$ cat src/hdl/uart_sel_pkg.sv
// constants for the asynchronous serial channel with select functions
package uart_sel_pkg;
  localparam int unsigned CLK_HZ = 10000000;
  localparam int unsigned OVERSAMPLE = 16;
  localparam logic [3:0] OVS_LAST = 4'hf;
  localparam logic [3:0] OVS_MID = 4'h7;
  localparam logic [1:0] SRC_F1 = 2'h0;
  localparam logic [1:0] SRC_F8 = 2'h1;
  localparam logic [1:0] SRC_F32 = 2'h2;
  localparam logic [4:0] PRE_F8_LAST = 5'h07;
  localparam logic [4:0] PRE_F32_LAST = 5'h1f;
  localparam logic [2:0] MODE_UART8 = 3'h5;
  localparam logic [7:0] RESET_BYTE = 8'h00;
  localparam logic [3:0] DATA_BITS = 4'h8;

  typedef enum logic [4:0] {
    TX_IDLE = 5'b00001,
    TX_START = 5'b00010,
    TX_DATA = 5'b00100,
    TX_PAR = 5'b01000,
    TX_STOP = 5'b10000
  } tx_state_t;

  typedef enum logic [4:0] {
    RX_IDLE = 5'b00001,
    RX_START = 5'b00010,
    RX_DATA = 5'b00100,
    RX_PAR = 5'b01000,
    RX_STOP = 5'b10000
  } rx_state_t;
endpackage : uart_sel_pkg

$ cat src/hdl/uart_sel_core.sv
// asynchronous serial channel with sleep, logic/polarity switch, collision and card mode
`timescale 1ns/10ps
`default_nettype none
module uart_sel_core (
  input wire logic i_clk_sys,
  input wire logic i_rst,
  input wire logic [2:0] i_mode,
  input wire logic i_ext_sel,
  input wire logic [1:0] i_src_sel,
  input wire logic i_ext_tick,
  input wire logic [7:0] i_brg_n,
  input wire logic i_parity_en,
  input wire logic i_parity_even,
  input wire logic i_stop2,
  input wire logic i_msb_first,
  input wire logic i_logic_inv,
  input wire logic i_pol_rev,
  input wire logic i_open_drain,
  input wire logic i_sleep,
  input wire logic i_tx_end_cause,
  input wire logic i_err_sig_en,
  input wire logic i_i2c_mode,
  input wire logic i_sep_hs,
  input wire logic i_hs_func_sel,
  input wire logic i_hs_disable,
  input wire logic i_cts_n,
  input wire logic i_sep_cts_n,
  input wire logic i_tx_en,
  input wire logic i_rx_en,
  input wire logic i_tx_wr,
  input wire logic [7:0] i_tx_data,
  input wire logic i_rx_rd,
  input wire logic i_coll_clr,
  input wire logic i_err_clr,
  input wire logic i_serial_in_pin,
  output logic o_serial_out_pin,
  output logic o_serial_out_oe,
  output logic o_rts_n,
  output logic o_sep_rts_n,
  output logic o_ch1_hs_block,
  output logic o_tx_buf_empty,
  output logic o_rx_full,
  output logic [7:0] o_rx_data,
  output logic o_overrun,
  output logic o_framing_err,
  output logic o_parity_err,
  output logic o_err_sum,
  output logic o_tx_irq,
  output logic o_rx_irq,
  output logic o_coll_irq,
  output logic o_coll_req
);
  ////////////////////////////////////////////////////////////////////////////
  typedef struct packed {
    uart_sel_pkg::tx_state_t txs;
    uart_sel_pkg::rx_state_t rxs;
    logic [7:0] tbuf;
    logic tbuf_empty;
    logic [7:0] tsh;
    logic [3:0] tcnt;
    logic tpar;
    logic tline;
    logic [3:0] rph;
    logic [7:0] rsh;
    logic [3:0] rcnt;
    logic rpar;
    logic rperr;
    logic [7:0] rbuf;
    logic rfull;
    logic ovr;
    logic fer;
    logic per;
    logic sum;
    logic coll;
    logic errdrv;
    logic txirq;
    logic rxirq;
    logic collirq;
    logic rx_prev;
    logic [7:0] rdat;
  } core_st_t;
  core_st_t st;
  core_st_t next_st;
  logic os_tick;
  logic bit_tick;
  logic rx_lvl;
  logic cts_ok;
  logic [7:0] rx_byte;
  logic rx_sample;
  logic stop_ok;

  function automatic logic [7:0] bit_rev(input logic [7:0] d);
    logic [7:0] r;
    r = '0;
    for (int k = 0; k < 8; k++) begin
      r[k] = d[7-k];
    end
    return r;
  endfunction : bit_rev

  function automatic logic odd_ones(input logic [7:0] d);
    return ^d;
  endfunction : odd_ones

  ////////////////////////////////////////////////////////////////////////////
  uart_sel_bitrate u_brg (
    .i_clk_sys(i_clk_sys),
    .i_rst(i_rst),
    .i_ext_sel(i_ext_sel),
    .i_src_sel(i_src_sel),
    .i_ext_tick(i_ext_tick),
    .i_brg_n(i_brg_n),
    .o_os_tick(os_tick),
    .o_bit_tick(bit_tick)
  );

  ////////////////////////////////////////////////////////////////////////////
  // separate handshake moves cts/rts to distinct pins
  assign cts_ok = i_hs_disable || i_hs_func_sel || (i_sep_hs ? !i_sep_cts_n : !i_cts_n);
  assign o_ch1_hs_block = i_sep_hs;
  assign o_rts_n = i_sep_hs ? 1'b1 : !(i_rx_en && !st.rfull && !i_hs_disable && i_hs_func_sel);
  assign o_sep_rts_n = i_sep_hs ? !(i_rx_en && !st.rfull) : 1'b1;
  assign rx_lvl = i_serial_in_pin ^ i_pol_rev;
  assign o_serial_out_pin = st.tline ^ i_pol_rev;
  // open drain: release the line whenever the transmit level before polarity reversal is high
  assign o_serial_out_oe = i_open_drain ? (st.tline == 1'b0) : 1'b1;
  assign o_tx_buf_empty = st.tbuf_empty;
  assign o_rx_full = st.rfull;
  assign o_rx_data = st.rdat;
  assign o_overrun = st.ovr;
  assign o_framing_err = st.fer;
  assign o_parity_err = st.per;
  assign o_err_sum = st.sum;
  assign o_tx_irq = st.txirq;
  assign o_rx_irq = st.rxirq;
  assign o_coll_irq = st.collirq;
  assign o_coll_req = st.coll;
  assign rx_sample = os_tick && (st.rph == uart_sel_pkg::OVS_MID);
  // msb-first reception is mirrored back into data order
  assign rx_byte = i_msb_first ? bit_rev(st.rsh) : st.rsh;
  assign stop_ok = rx_lvl;
  localparam logic [3:0] DATA_BITS_P1 = uart_sel_pkg::DATA_BITS + 4'h1;

  ////////////////////////////////////////////////////////////////////////////
  always_comb begin
    next_st = st;
    next_st.txirq = 1'b0;
    next_st.rxirq = 1'b0;
    next_st.collirq = 1'b0;
    next_st.rx_prev = rx_lvl;
    // buffer reads are inverted when the data logic switch is on
    next_st.rdat = i_logic_inv ? ~st.rbuf : st.rbuf;
    if (i_rx_rd) begin
      next_st.rfull = 1'b0;
    end
    if (i_err_clr) begin
      next_st.ovr = 1'b0;
      next_st.fer = 1'b0;
      next_st.per = 1'b0;
      next_st.sum = 1'b0;
    end
    if (i_coll_clr) begin
      next_st.coll = 1'b0;
    end
    if (i_tx_wr) begin
      next_st.tbuf = i_logic_inv ? ~i_tx_data : i_tx_data;
      next_st.tbuf_empty = 1'b0;
    end
    // transmitter
    unique case (st.txs)
      uart_sel_pkg::TX_IDLE: begin
        next_st.tline = !st.errdrv;
        if (bit_tick && i_tx_en && !st.tbuf_empty && cts_ok) begin
          next_st.tsh = i_msb_first ? bit_rev(st.tbuf) : st.tbuf;
          next_st.tpar = odd_ones(st.tbuf) ^ !i_parity_even;
          next_st.tbuf_empty = 1'b0;
          next_st.tbuf_empty = i_tx_wr ? 1'b0 : 1'b1;
          next_st.tline = 1'b0;
          next_st.tcnt = '0;
          next_st.txs = uart_sel_pkg::TX_START;
          if (!i_tx_end_cause) begin
            next_st.txirq = !i_i2c_mode;
          end
        end
      end
      uart_sel_pkg::TX_START: begin
        if (bit_tick) begin
          next_st.tline = st.tsh[0];
          next_st.tsh = {1'b0, st.tsh[7:1]};
          next_st.tcnt = 4'h1;
          next_st.txs = uart_sel_pkg::TX_DATA;
        end
      end
      uart_sel_pkg::TX_DATA: begin
        if (bit_tick) begin
          if (st.tcnt == uart_sel_pkg::DATA_BITS) begin
            next_st.tline = i_parity_en ? st.tpar : 1'b1;
            next_st.tcnt = '0;
            next_st.txs = i_parity_en ? uart_sel_pkg::TX_PAR : uart_sel_pkg::TX_STOP;
          end else begin
            next_st.tline = st.tsh[0];
            next_st.tsh = {1'b0, st.tsh[7:1]};
            next_st.tcnt = st.tcnt + 4'h1;
          end
        end
      end
      uart_sel_pkg::TX_PAR: begin
        if (bit_tick) begin
          next_st.tline = 1'b1;
          next_st.txs = uart_sel_pkg::TX_STOP;
        end
      end
      uart_sel_pkg::TX_STOP: begin
        if (bit_tick) begin
          if (i_stop2 && st.tcnt == 4'h0) begin
            next_st.tcnt = 4'h1;
          end else begin
            next_st.txs = uart_sel_pkg::TX_IDLE;
            // with the error signal on, completion waits for the card's error slot
            if (i_tx_end_cause && !i_err_sig_en) begin
              next_st.txirq = !i_i2c_mode;
            end
          end
        end
        // card reports parity error during our stop bit; the cpu samples the input then
        if (i_err_sig_en && i_tx_end_cause && rx_sample && st.tcnt == 4'h0) begin
          next_st.txirq = !i_i2c_mode;
        end
      end
      default: next_st.txs = uart_sel_pkg::TX_IDLE;
    endcase
    // bus collision sampled on each transfer clock rise
    if (bit_tick && (st.tline != rx_lvl) && !i_i2c_mode) begin
      next_st.coll = 1'b1;
      next_st.collirq = 1'b1;
    end
    // i2c: start/stop conditions replace the collision cause
    if (i_i2c_mode && rx_lvl != st.rx_prev) begin
      next_st.collirq = 1'b1;
    end
    // receiver
    if (os_tick) begin
      next_st.rph = st.rph + 4'h1;
    end
    unique case (st.rxs)
      uart_sel_pkg::RX_IDLE: begin
        if (i_rx_en && st.rx_prev && !rx_lvl) begin
          next_st.rph = '0;
          next_st.rxs = uart_sel_pkg::RX_START;
        end
      end
      uart_sel_pkg::RX_START: begin
        if (rx_sample) begin
          next_st.rcnt = '0;
          next_st.rpar = 1'b0;
          next_st.rxs = rx_lvl ? uart_sel_pkg::RX_IDLE : uart_sel_pkg::RX_DATA;
        end
      end
      uart_sel_pkg::RX_DATA: begin
        if (rx_sample) begin
          next_st.rsh = {rx_lvl, st.rsh[7:1]};
          next_st.rpar = st.rpar ^ rx_lvl;
          next_st.rcnt = st.rcnt + 4'h1;
          if (st.rcnt == uart_sel_pkg::DATA_BITS - 4'h1) begin
            next_st.rxs = i_parity_en ? uart_sel_pkg::RX_PAR : uart_sel_pkg::RX_STOP;
            next_st.rcnt = '0;
          end
        end
      end
      uart_sel_pkg::RX_PAR: begin
        if (rx_sample) begin
          next_st.rperr = (st.rpar ^ rx_lvl) != !i_parity_even;
          next_st.rxs = uart_sel_pkg::RX_STOP;
        end
      end
      uart_sel_pkg::RX_STOP: begin
        if (rx_sample) begin
          // hold error low through the stop slot, released on the next
          next_st.errdrv = i_err_sig_en && i_parity_en && st.rperr && st.rcnt == 4'h0;
          if (i_stop2 && st.rcnt == 4'h0 && stop_ok) begin
            next_st.rcnt = 4'h1;
          end else begin
            next_st.rxs = uart_sel_pkg::RX_IDLE;
            if (!(i_sleep && !rx_byte[7])) begin
              next_st.rbuf = rx_byte;
              next_st.rfull = 1'b1;
              next_st.fer = !stop_ok;
              next_st.per = i_parity_en && st.rperr;
              next_st.ovr = st.rfull && !i_rx_rd;
              next_st.rxirq = !(st.rfull && !i_rx_rd) && !i_i2c_mode;
              next_st.sum = !stop_ok || (i_parity_en && st.rperr) || (st.rfull && !i_rx_rd)
                || st.sum;
            end
          end
        end
      end
      default: next_st.rxs = uart_sel_pkg::RX_IDLE;
    endcase
    if (st.errdrv && rx_sample && st.rxs == uart_sel_pkg::RX_IDLE) begin
      next_st.errdrv = 1'b0;
    end
    if (st.errdrv && st.txs == uart_sel_pkg::TX_IDLE) begin
      next_st.tline = 1'b0;
    end
    if (i_i2c_mode && bit_tick && st.tcnt == DATA_BITS_P1) begin
      next_st.txirq = rx_lvl;
      next_st.rxirq = !rx_lvl;
    end
  end

  always_ff @(posedge i_clk_sys or posedge i_rst) begin
    if (i_rst) begin
      st <= '{txs: uart_sel_pkg::TX_IDLE, rxs: uart_sel_pkg::RX_IDLE,
              tbuf_empty: 1'b1, tline: 1'b1, rx_prev: 1'b1,
              tbuf: uart_sel_pkg::RESET_BYTE, rbuf: uart_sel_pkg::RESET_BYTE, default: '0};
    end else begin
      st <= next_st;
    end
  end
endmodule : uart_sel_core
`default_nettype wire

$ cat src/hdl/uart_sel_bitrate.sv
// bit-rate generator: selected count source divided by (n+1), then by 16
`timescale 1ns/10ps
`default_nettype none
module uart_sel_bitrate (
  input wire logic i_clk_sys,
  input wire logic i_rst,
  input wire logic i_ext_sel,
  input wire logic [1:0] i_src_sel,
  input wire logic i_ext_tick,
  input wire logic [7:0] i_brg_n,
  output logic o_os_tick,
  output logic o_bit_tick
);
  typedef struct packed {
    logic [4:0] pre;
    logic [7:0] brg;
    logic [3:0] ovs;
  } brg_st_t;
  brg_st_t st;
  brg_st_t next_st;
  logic src_tick;
  always_comb begin
    next_st = st;
    o_os_tick = 1'b0;
    src_tick = 1'b0;
    next_st.pre = st.pre + 5'h01;
    unique case (i_src_sel)
      uart_sel_pkg::SRC_F8: src_tick = (st.pre[2:0] == uart_sel_pkg::PRE_F8_LAST[2:0]);
      uart_sel_pkg::SRC_F32: src_tick = (st.pre == uart_sel_pkg::PRE_F32_LAST);
      default: src_tick = 1'b1;
    endcase
    if (i_ext_sel) begin
      src_tick = i_ext_tick;
    end
    if (src_tick) begin
      if (st.brg >= i_brg_n) begin
        next_st.brg = 8'h00;
        o_os_tick = 1'b1;
      end else begin
        next_st.brg = st.brg + 8'h01;
      end
    end
    if (o_os_tick) begin
      next_st.ovs = st.ovs + 4'h1;
    end
    o_bit_tick = o_os_tick && (st.ovs == uart_sel_pkg::OVS_LAST);
  end
  always_ff @(posedge i_clk_sys or posedge i_rst) begin
    if (i_rst) begin
      st <= '0;
    end else begin
      st <= next_st;
    end
  end
endmodule : uart_sel_bitrate
`default_nettype wire

$ cat config.mk
export PLATFORM = sky130hd
export DESIGN_NAME = uart_sel_core
export DESIGN_NICKNAME = d
export VERILOG_FILES = /design/src/hdl/uart_sel_pkg.sv /design/src/hdl/uart_sel_core.sv /design/src/hdl/uart_sel_bitrate.sv
export SDC_FILE = /design/constraint.sdc
export NUM_CORES = 1
export LEC_CHECK = 0
export BUFFER_PORTS_ARGS = -buffer_cell sky130_fd_sc_hd__buf_2
export CORE_MARGIN = 4
export CORE_UTILIZATION = 45
export DETAILED_ROUTE_END_ITERATION = 10
export PLACE_DENSITY_LB_ADDON = 0.1
export SYNTH_ARGS = -nofsm -noshare
export SYNTH_HDL_FRONTEND = slang
export SYNTH_SLANG_ARGS = --single-unit
$ cat constraint.sdc
create_clock -name i_clk_sys -period 3.78 [get_ports i_clk_sys]
set_input_delay 0.756 -clock i_clk_sys [delete_from_list [all_inputs] [get_ports i_clk_sys]]
set_output_delay 0.756 -clock i_clk_sys [all_outputs]
set_load 0.05 [all_outputs]
# After elaboration in Yosys (flattened, before gate mapping)
# Cells that the tools add are included.
# classes
magnitude_cmp,1
eq_ne,42
muxes,85
n_bitwise,9
n_addsub,6
reduce_logical,75
# ops
cell,n
$mux W5,21
$pmux W5 S5,2
$mux W8,6
$mux W4,10
$mux W1,34
$ne A2 B2 Y1 const B,17
$logic_and A1 B1 Y1,32
$mux W12,2
$pmux W8 S3,1
$add A4 B1 Y4 const B,4
$not A8 Y8,2
$pmux W4 S4,1
$eq A5 B5 Y1 const B,3
$logic_not A1 Y1,15
$mux W15,1
$reduce_and A7 Y1,2
$eq A4 B4 Y1 const B,3
$pmux W4 S3,1
$eq A5 B1 Y1 const B,2
$eq A5 B2 Y1 const B,2
$eq A5 B3 Y1 const B,2
$eq A5 B4 Y1 const B,2
$reduce_and A5 Y1,2
$ne A3 B3 Y1 const B,3
25 further kinds,48
# totals
word_cells,247
in_bits,48
out_inout_bits,23
reg_bits,95

# Longest topological paths before layout
# logic_depth
word_depth,11
depth_mapped,12
ltp_nobuf,10

# Modules after synthesis
# Synthesis repeated with hierarchy kept, for this count alone.
# unflattened
cells_unflattened,515
hier_area_um2,5232.5
# by_module_without_submodules
mod,seq_area_each_um2,n_inst,cells_per_inst,area_per_inst_um2
uart_sel_core,1958.1,1,411,4167.7
uart_sel_bitrate,425.4,1,104,1064.8

# Least setup slack after synthesis
# Ideal clock, no wire load.
# synth_timing
kind,input to register
start,input i_brg_n[6]
end,register st[33] (netlist bit)
cell_stages,10
required_time_ns,3.655
setup_ns,0.125
slack_ns,1.062
arrival_ns,2.593
path_cell_list,inv_1 -> ha_1 -> a21o_1 -> a21oi_1 -> a21o_1 -> or4_1 -> buf_4 -> nor2_4 -> buf_6 -> mux2_4
# synth_between
elab_chain_cells,5
# synth_rtl
item,line,source
"start, declared",uart_sel_core.sv:11,"input wire logic [7:0] i_brg_n,"
$ge A8 B8 Y1,uart_sel_bitrate.sv:36,if (st.brg >= i_brg_n) begin
$mux W1,uart_sel_bitrate.sv:36,
$mux W1,uart_sel_bitrate.sv:35,if (src_tick) begin
$logic_and A1 B1 Y1,uart_sel_core.sv:138,assign rx_sample = os_tick && (st.rph == uart_sel_pkg::OVS_MID);
$reduce_and A2 Y1 (no source line),n/a,
"end signal, assigned",uart_sel_core.sv:313,"st <= '{txs: uart_sel_pkg::TX_IDLE, rxs: uart_sel_pkg::RX_IDLE,"
"end signal, assigned",uart_sel_core.sv:317,st <= next_st;
"end, declared",uart_sel_core.sv:82,core_st_t st;
# Every way passes these cells.
# A chain may end at the register's enable or synchronous reset.

# Worst setup path after layout
# layout_timing
start,register u_brg.st[12] (netlist bit)
end,register st[51] (netlist bit)
# layout_between
elab_chain_cells,10
# layout_rtl
item,line,source
"start, declared",uart_sel_bitrate.sv:19,brg_st_t st;
"start signal, assigned",uart_sel_bitrate.sv:52,st <= next_st;
$eq A5 B5 Y1 or $eq A3 B3 Y1 (tied branches),"uart_sel_bitrate.sv:29, uart_sel_bitrate.sv:28",
$pmux W1 S2 (*),uart_sel_bitrate.sv:27,unique case (i_src_sel)
$mux W1 (*),uart_sel_bitrate.sv:32,if (i_ext_sel) begin
$mux W1 (*),uart_sel_bitrate.sv:35,
$logic_and A1 B1 Y1 (*),uart_sel_bitrate.sv:46,o_bit_tick = o_os_tick && (st.ovs == uart_sel_pkg::OVS_LAST);
$logic_and A1 B1 Y1 (3 in a row),uart_sel_core.sv:173,if (bit_tick && i_tx_en && !st.tbuf_empty && cts_ok) begin
$ne A2 B2 Y1 (no source line),n/a,
$reduce_and A5 Y1 (no source line) (*),n/a,
# Mark *: on every way between the ends. The rest lies on a longest branch, timed or not.

==> run summary <==
largest family of logic cells by synthesized area: simple AND/OR/NAND/NOR gates
GPL Wtd Cong: 0.846
crit-path max cell delay: 660 ps
dpl cell area: 0.00553 mm²
crit-path most repeated cell: ha_1
# fillers: 1000
CP Max Fanout: 11
status: finished clean
WHS: 455 ps
I/O Pins: 71
endpoints failing setup: 0
vias after detailed routing: 3797
syn_nets: 575
register bit total from synthesis: 95
# port buffers: 67
clock transition at the registers of the reported paths: 70 ps
initial antenna violation count: 0
commonest cells in the netlist: dfrtp_1 (90), nor2_1 (44), nand2_1 (41), o21ai_0 (31), a21oi_1 (28)
footprint of the multi-input gates: 0.00251 mm²
Mapped Cells: 506
post-synth top area share: 0.438
Pwr Density: 460 mW/mm²
DP HPWL: 7.98 mm
Core Rows: 38
Warnings, synthesis: 0
Die ar.: 0.0132 mm²
Max Clock Freq: 336 MHz
clock buffer count from CTS: 9
total of max-cap violations: 0
CTS root buffer: clkbuf_16
final hold vios: 0
Mean Syn Cell Area: 10.2 µm²
data required time of the worst path: 4030 ps
Post-synth EDFFs: 0
switching share of power: 0.319
top post-synthesis cells by area: dfrtp_1 (44%), ha_1 (5.1%), mux2i_1 (4.7%)
WL final: 10.7 mm
post-route minimum period: 2980 ps
post-synthesis xor/xnor area fraction: 0.0714
pin count of the biggest net entering global routing: 57
Clock Tree Buf Depth: 2
Critical Path AT: 3220 ps
met1 usage: 0.240
crit-path cells: ha_1 > and3_1 > ha_1 > a221o_1 > mux2i_1 > a21o_1 > nor2_1 > nand3_1 > a2bb2oi_1 > o21ai_0
synthesis-to-layout area growth: 13.5%
Slew Limit Fails: 0
CTS tree: done
GRT overflow: 0
Psw: 854 µW
fraction of layout cells with a size suffix above 1: 0.213
Core Region: 0.0110 mm²
finished layout cell area: 0.00583 mm²
register cell area after layout: 0.00238 mm²
Setup CP Type: reg2reg
most used routing layer: met2
drt drc: 0
post-CTS setup buffer count: 0
Final period util: 0.788
first-pass GRT wire length: 18.3 mm
# hold bufs at CTS: 0
most used flip-flop cell after synthesis: dfrtp_1
Clock Latency Late Sink: 340 ps
CTS H-Tree Depth: 3
Cell Int Power: 1.83 mW
final setup TNS: 0 ps
Max stage delay cell, worst path: nor2_1
worst-margin pin slew: 830 ps
number of global-route vias before repair: 3730
total inserted antenna cells: 0
complex-gate fraction of the synthesized area: 0.135
dpl cells: 693
crit start category: register
leakage: 2.73 nW
clk sinks: 95
post-CTS resize count: 0
Clock power frac: 0.338
die height: 115 µm
GRT Total Usage: 0.172
Setup Skew: 11.0 ps
pre-CTS setup slack: 430 ps
final core utilization: 0.531
Reg power frac: 0.449
RSZ-0062 raised after global routing: no
Final #Nets: 633
routing usage on met2: 0.279
Slew Limit Headroom: 0.444
synth unique cells: 68
via density per instance: 5.36
Simple-Gate Fraction of Synth Area: 0.155
hold crit path type: reg2reg
Max VDD drop: 0.196 mV
DR iter-0 viols: 257
post-route insts no fill: 709
chip width: 115 µm
Critical Path End Type: register
Initial Utilization: 0.468
final worst slack: 800 ps
most numerous cell in the Yosys netlist: dfrtp_1
Mapped Area: 0.00514 mm²
post-synthesis sequential area ratio: 0.464
multiplexer share of the synthesized area: 0.0753
M3 GR Usage: 0.0337
antenna viol nets, final: 0
Power Total: 2.68 mW
drt first pass iters: 4
Synth Area in Adders: 0.0511
Gate power share: 0.213
Synth area leader: dfrtp_1
ys async rst share: 1.00
routed length per instance: 15.1 µm
worst max-delay path, delay by kind of cell, from the launching register on:
family	cells	cell delay [ps]
mux	1	90
fa+ha+maj	2	320
compound gates	4	820
simple gates	3	1280
flops	1	370
routing by layer:
metal	part of all wire	vias up
met5	0	-
met4	0.0087	0
met3	0.049	10
met2	0.47	80
met1	0.47	1824
li1	-	1883
area by class of cell:
type,instances,area share
clock buffers,9,0.0386
clock inverters,7,0.0127
inverters,24,0.0159
multi-input cells,362,0.430
flip-flops and latches,95,0.409
well taps,140,0.0300
repair buffers,72,0.0639
cell families (layout without fill, tap and decap cells):
family	after synthesis	after routing
XOR/XNOR	41	41
buffers and inverters	49	112
AO/OA/AOI/OAI	106	106
AND/OR/NAND/NOR	159	159
flip-flops	95	95
adder cells (fa/ha/maj)	21	21
multiplexers	35	35
worst paths after layout:
| kind | slack [ps] | end | depth (start not counted) | from |
|---|---|---|---|---|
| worst max-delay path | 800 | st[51]$_DFFE_PP0P_ | 10 | u_brg.st[12]$_DFF_PP0_ |
| worst min-delay path | 450 | u_brg.st[12]$_DFF_PP0_ | 1 | u_brg.st[12]$_DFF_PP0_ |
| worst max register to register | 800 | st[51]$_DFFE_PP0P_ | 10 | u_brg.st[12]$_DFF_PP0_ |
| worst min register to register | 450 | u_brg.st[12]$_DFF_PP0_ | 1 | u_brg.st[12]$_DFF_PP0_ |
| max in group asynchronous | 2430 | st[45]$_DFFE_PP1P_ | 3 | i_rst |
| min in group asynchronous | 530 | u_brg.st[4]$_DFFE_PP0P_ | 2 | i_rst |
sequential cells by signal, summed over array words and instances (netlist names):
register	cells
o_coll_irq	1
o_coll_req	1
o_err_sum	1
o_framing_err	1
o_overrun	1
o_parity_err	1
o_rx_data	8
o_rx_full	1
o_rx_irq	1
o_tx_buf_empty	1
o_tx_irq	1
st	60
u_brg.st	17
placed cells by master, fill, tap and decap left out, types with 3 or more instances in the layout:
| master | n |
|---|---|
| dfstp_2 | 5 |
| inv_1 | 22 |
| nor2b_1 | 6 |
| nor4_1 | 4 |
| and3_1 | 4 |
| ha_1 | 21 |
| mux2_4 | 6 |
| xor2_1 | 15 |
| dfrtp_1 | 90 |
| nand3b_1 | 6 |
| a2bb2oi_1 | 7 |
| buf_2 | 67 |
| nand3_1 | 23 |
| o22ai_1 | 3 |
| nand2_1 | 41 |
| o21ai_2 | 3 |
| mux2i_1 | 24 |
| xnor2_1 | 25 |
| buf_4 | 5 |
| o21ai_0 | 31 |
| nor3_1 | 5 |
| a21oi_1 | 28 |
| nand2b_1 | 5 |
| nor2_1 | 44 |
| mux2_2 | 5 |
| o31ai_1 | 7 |
| a22o_1 | 3 |
| clkbuf_16 | 9 |
power by group through the flow:
stage          registers, mW  clock network, mW  logic, mW
4_1_cts                 1.21              0.933      0.576
2_1_floorplan           1.21                  0      0.449
5_1_grt                 1.22              0.967      0.645
3_5_place_dp            1.23                  0      0.569
6_report                1.21              0.905      0.571
3_3_place_gp            1.22                  0      0.555
Power figures use the tool's default switching activity.
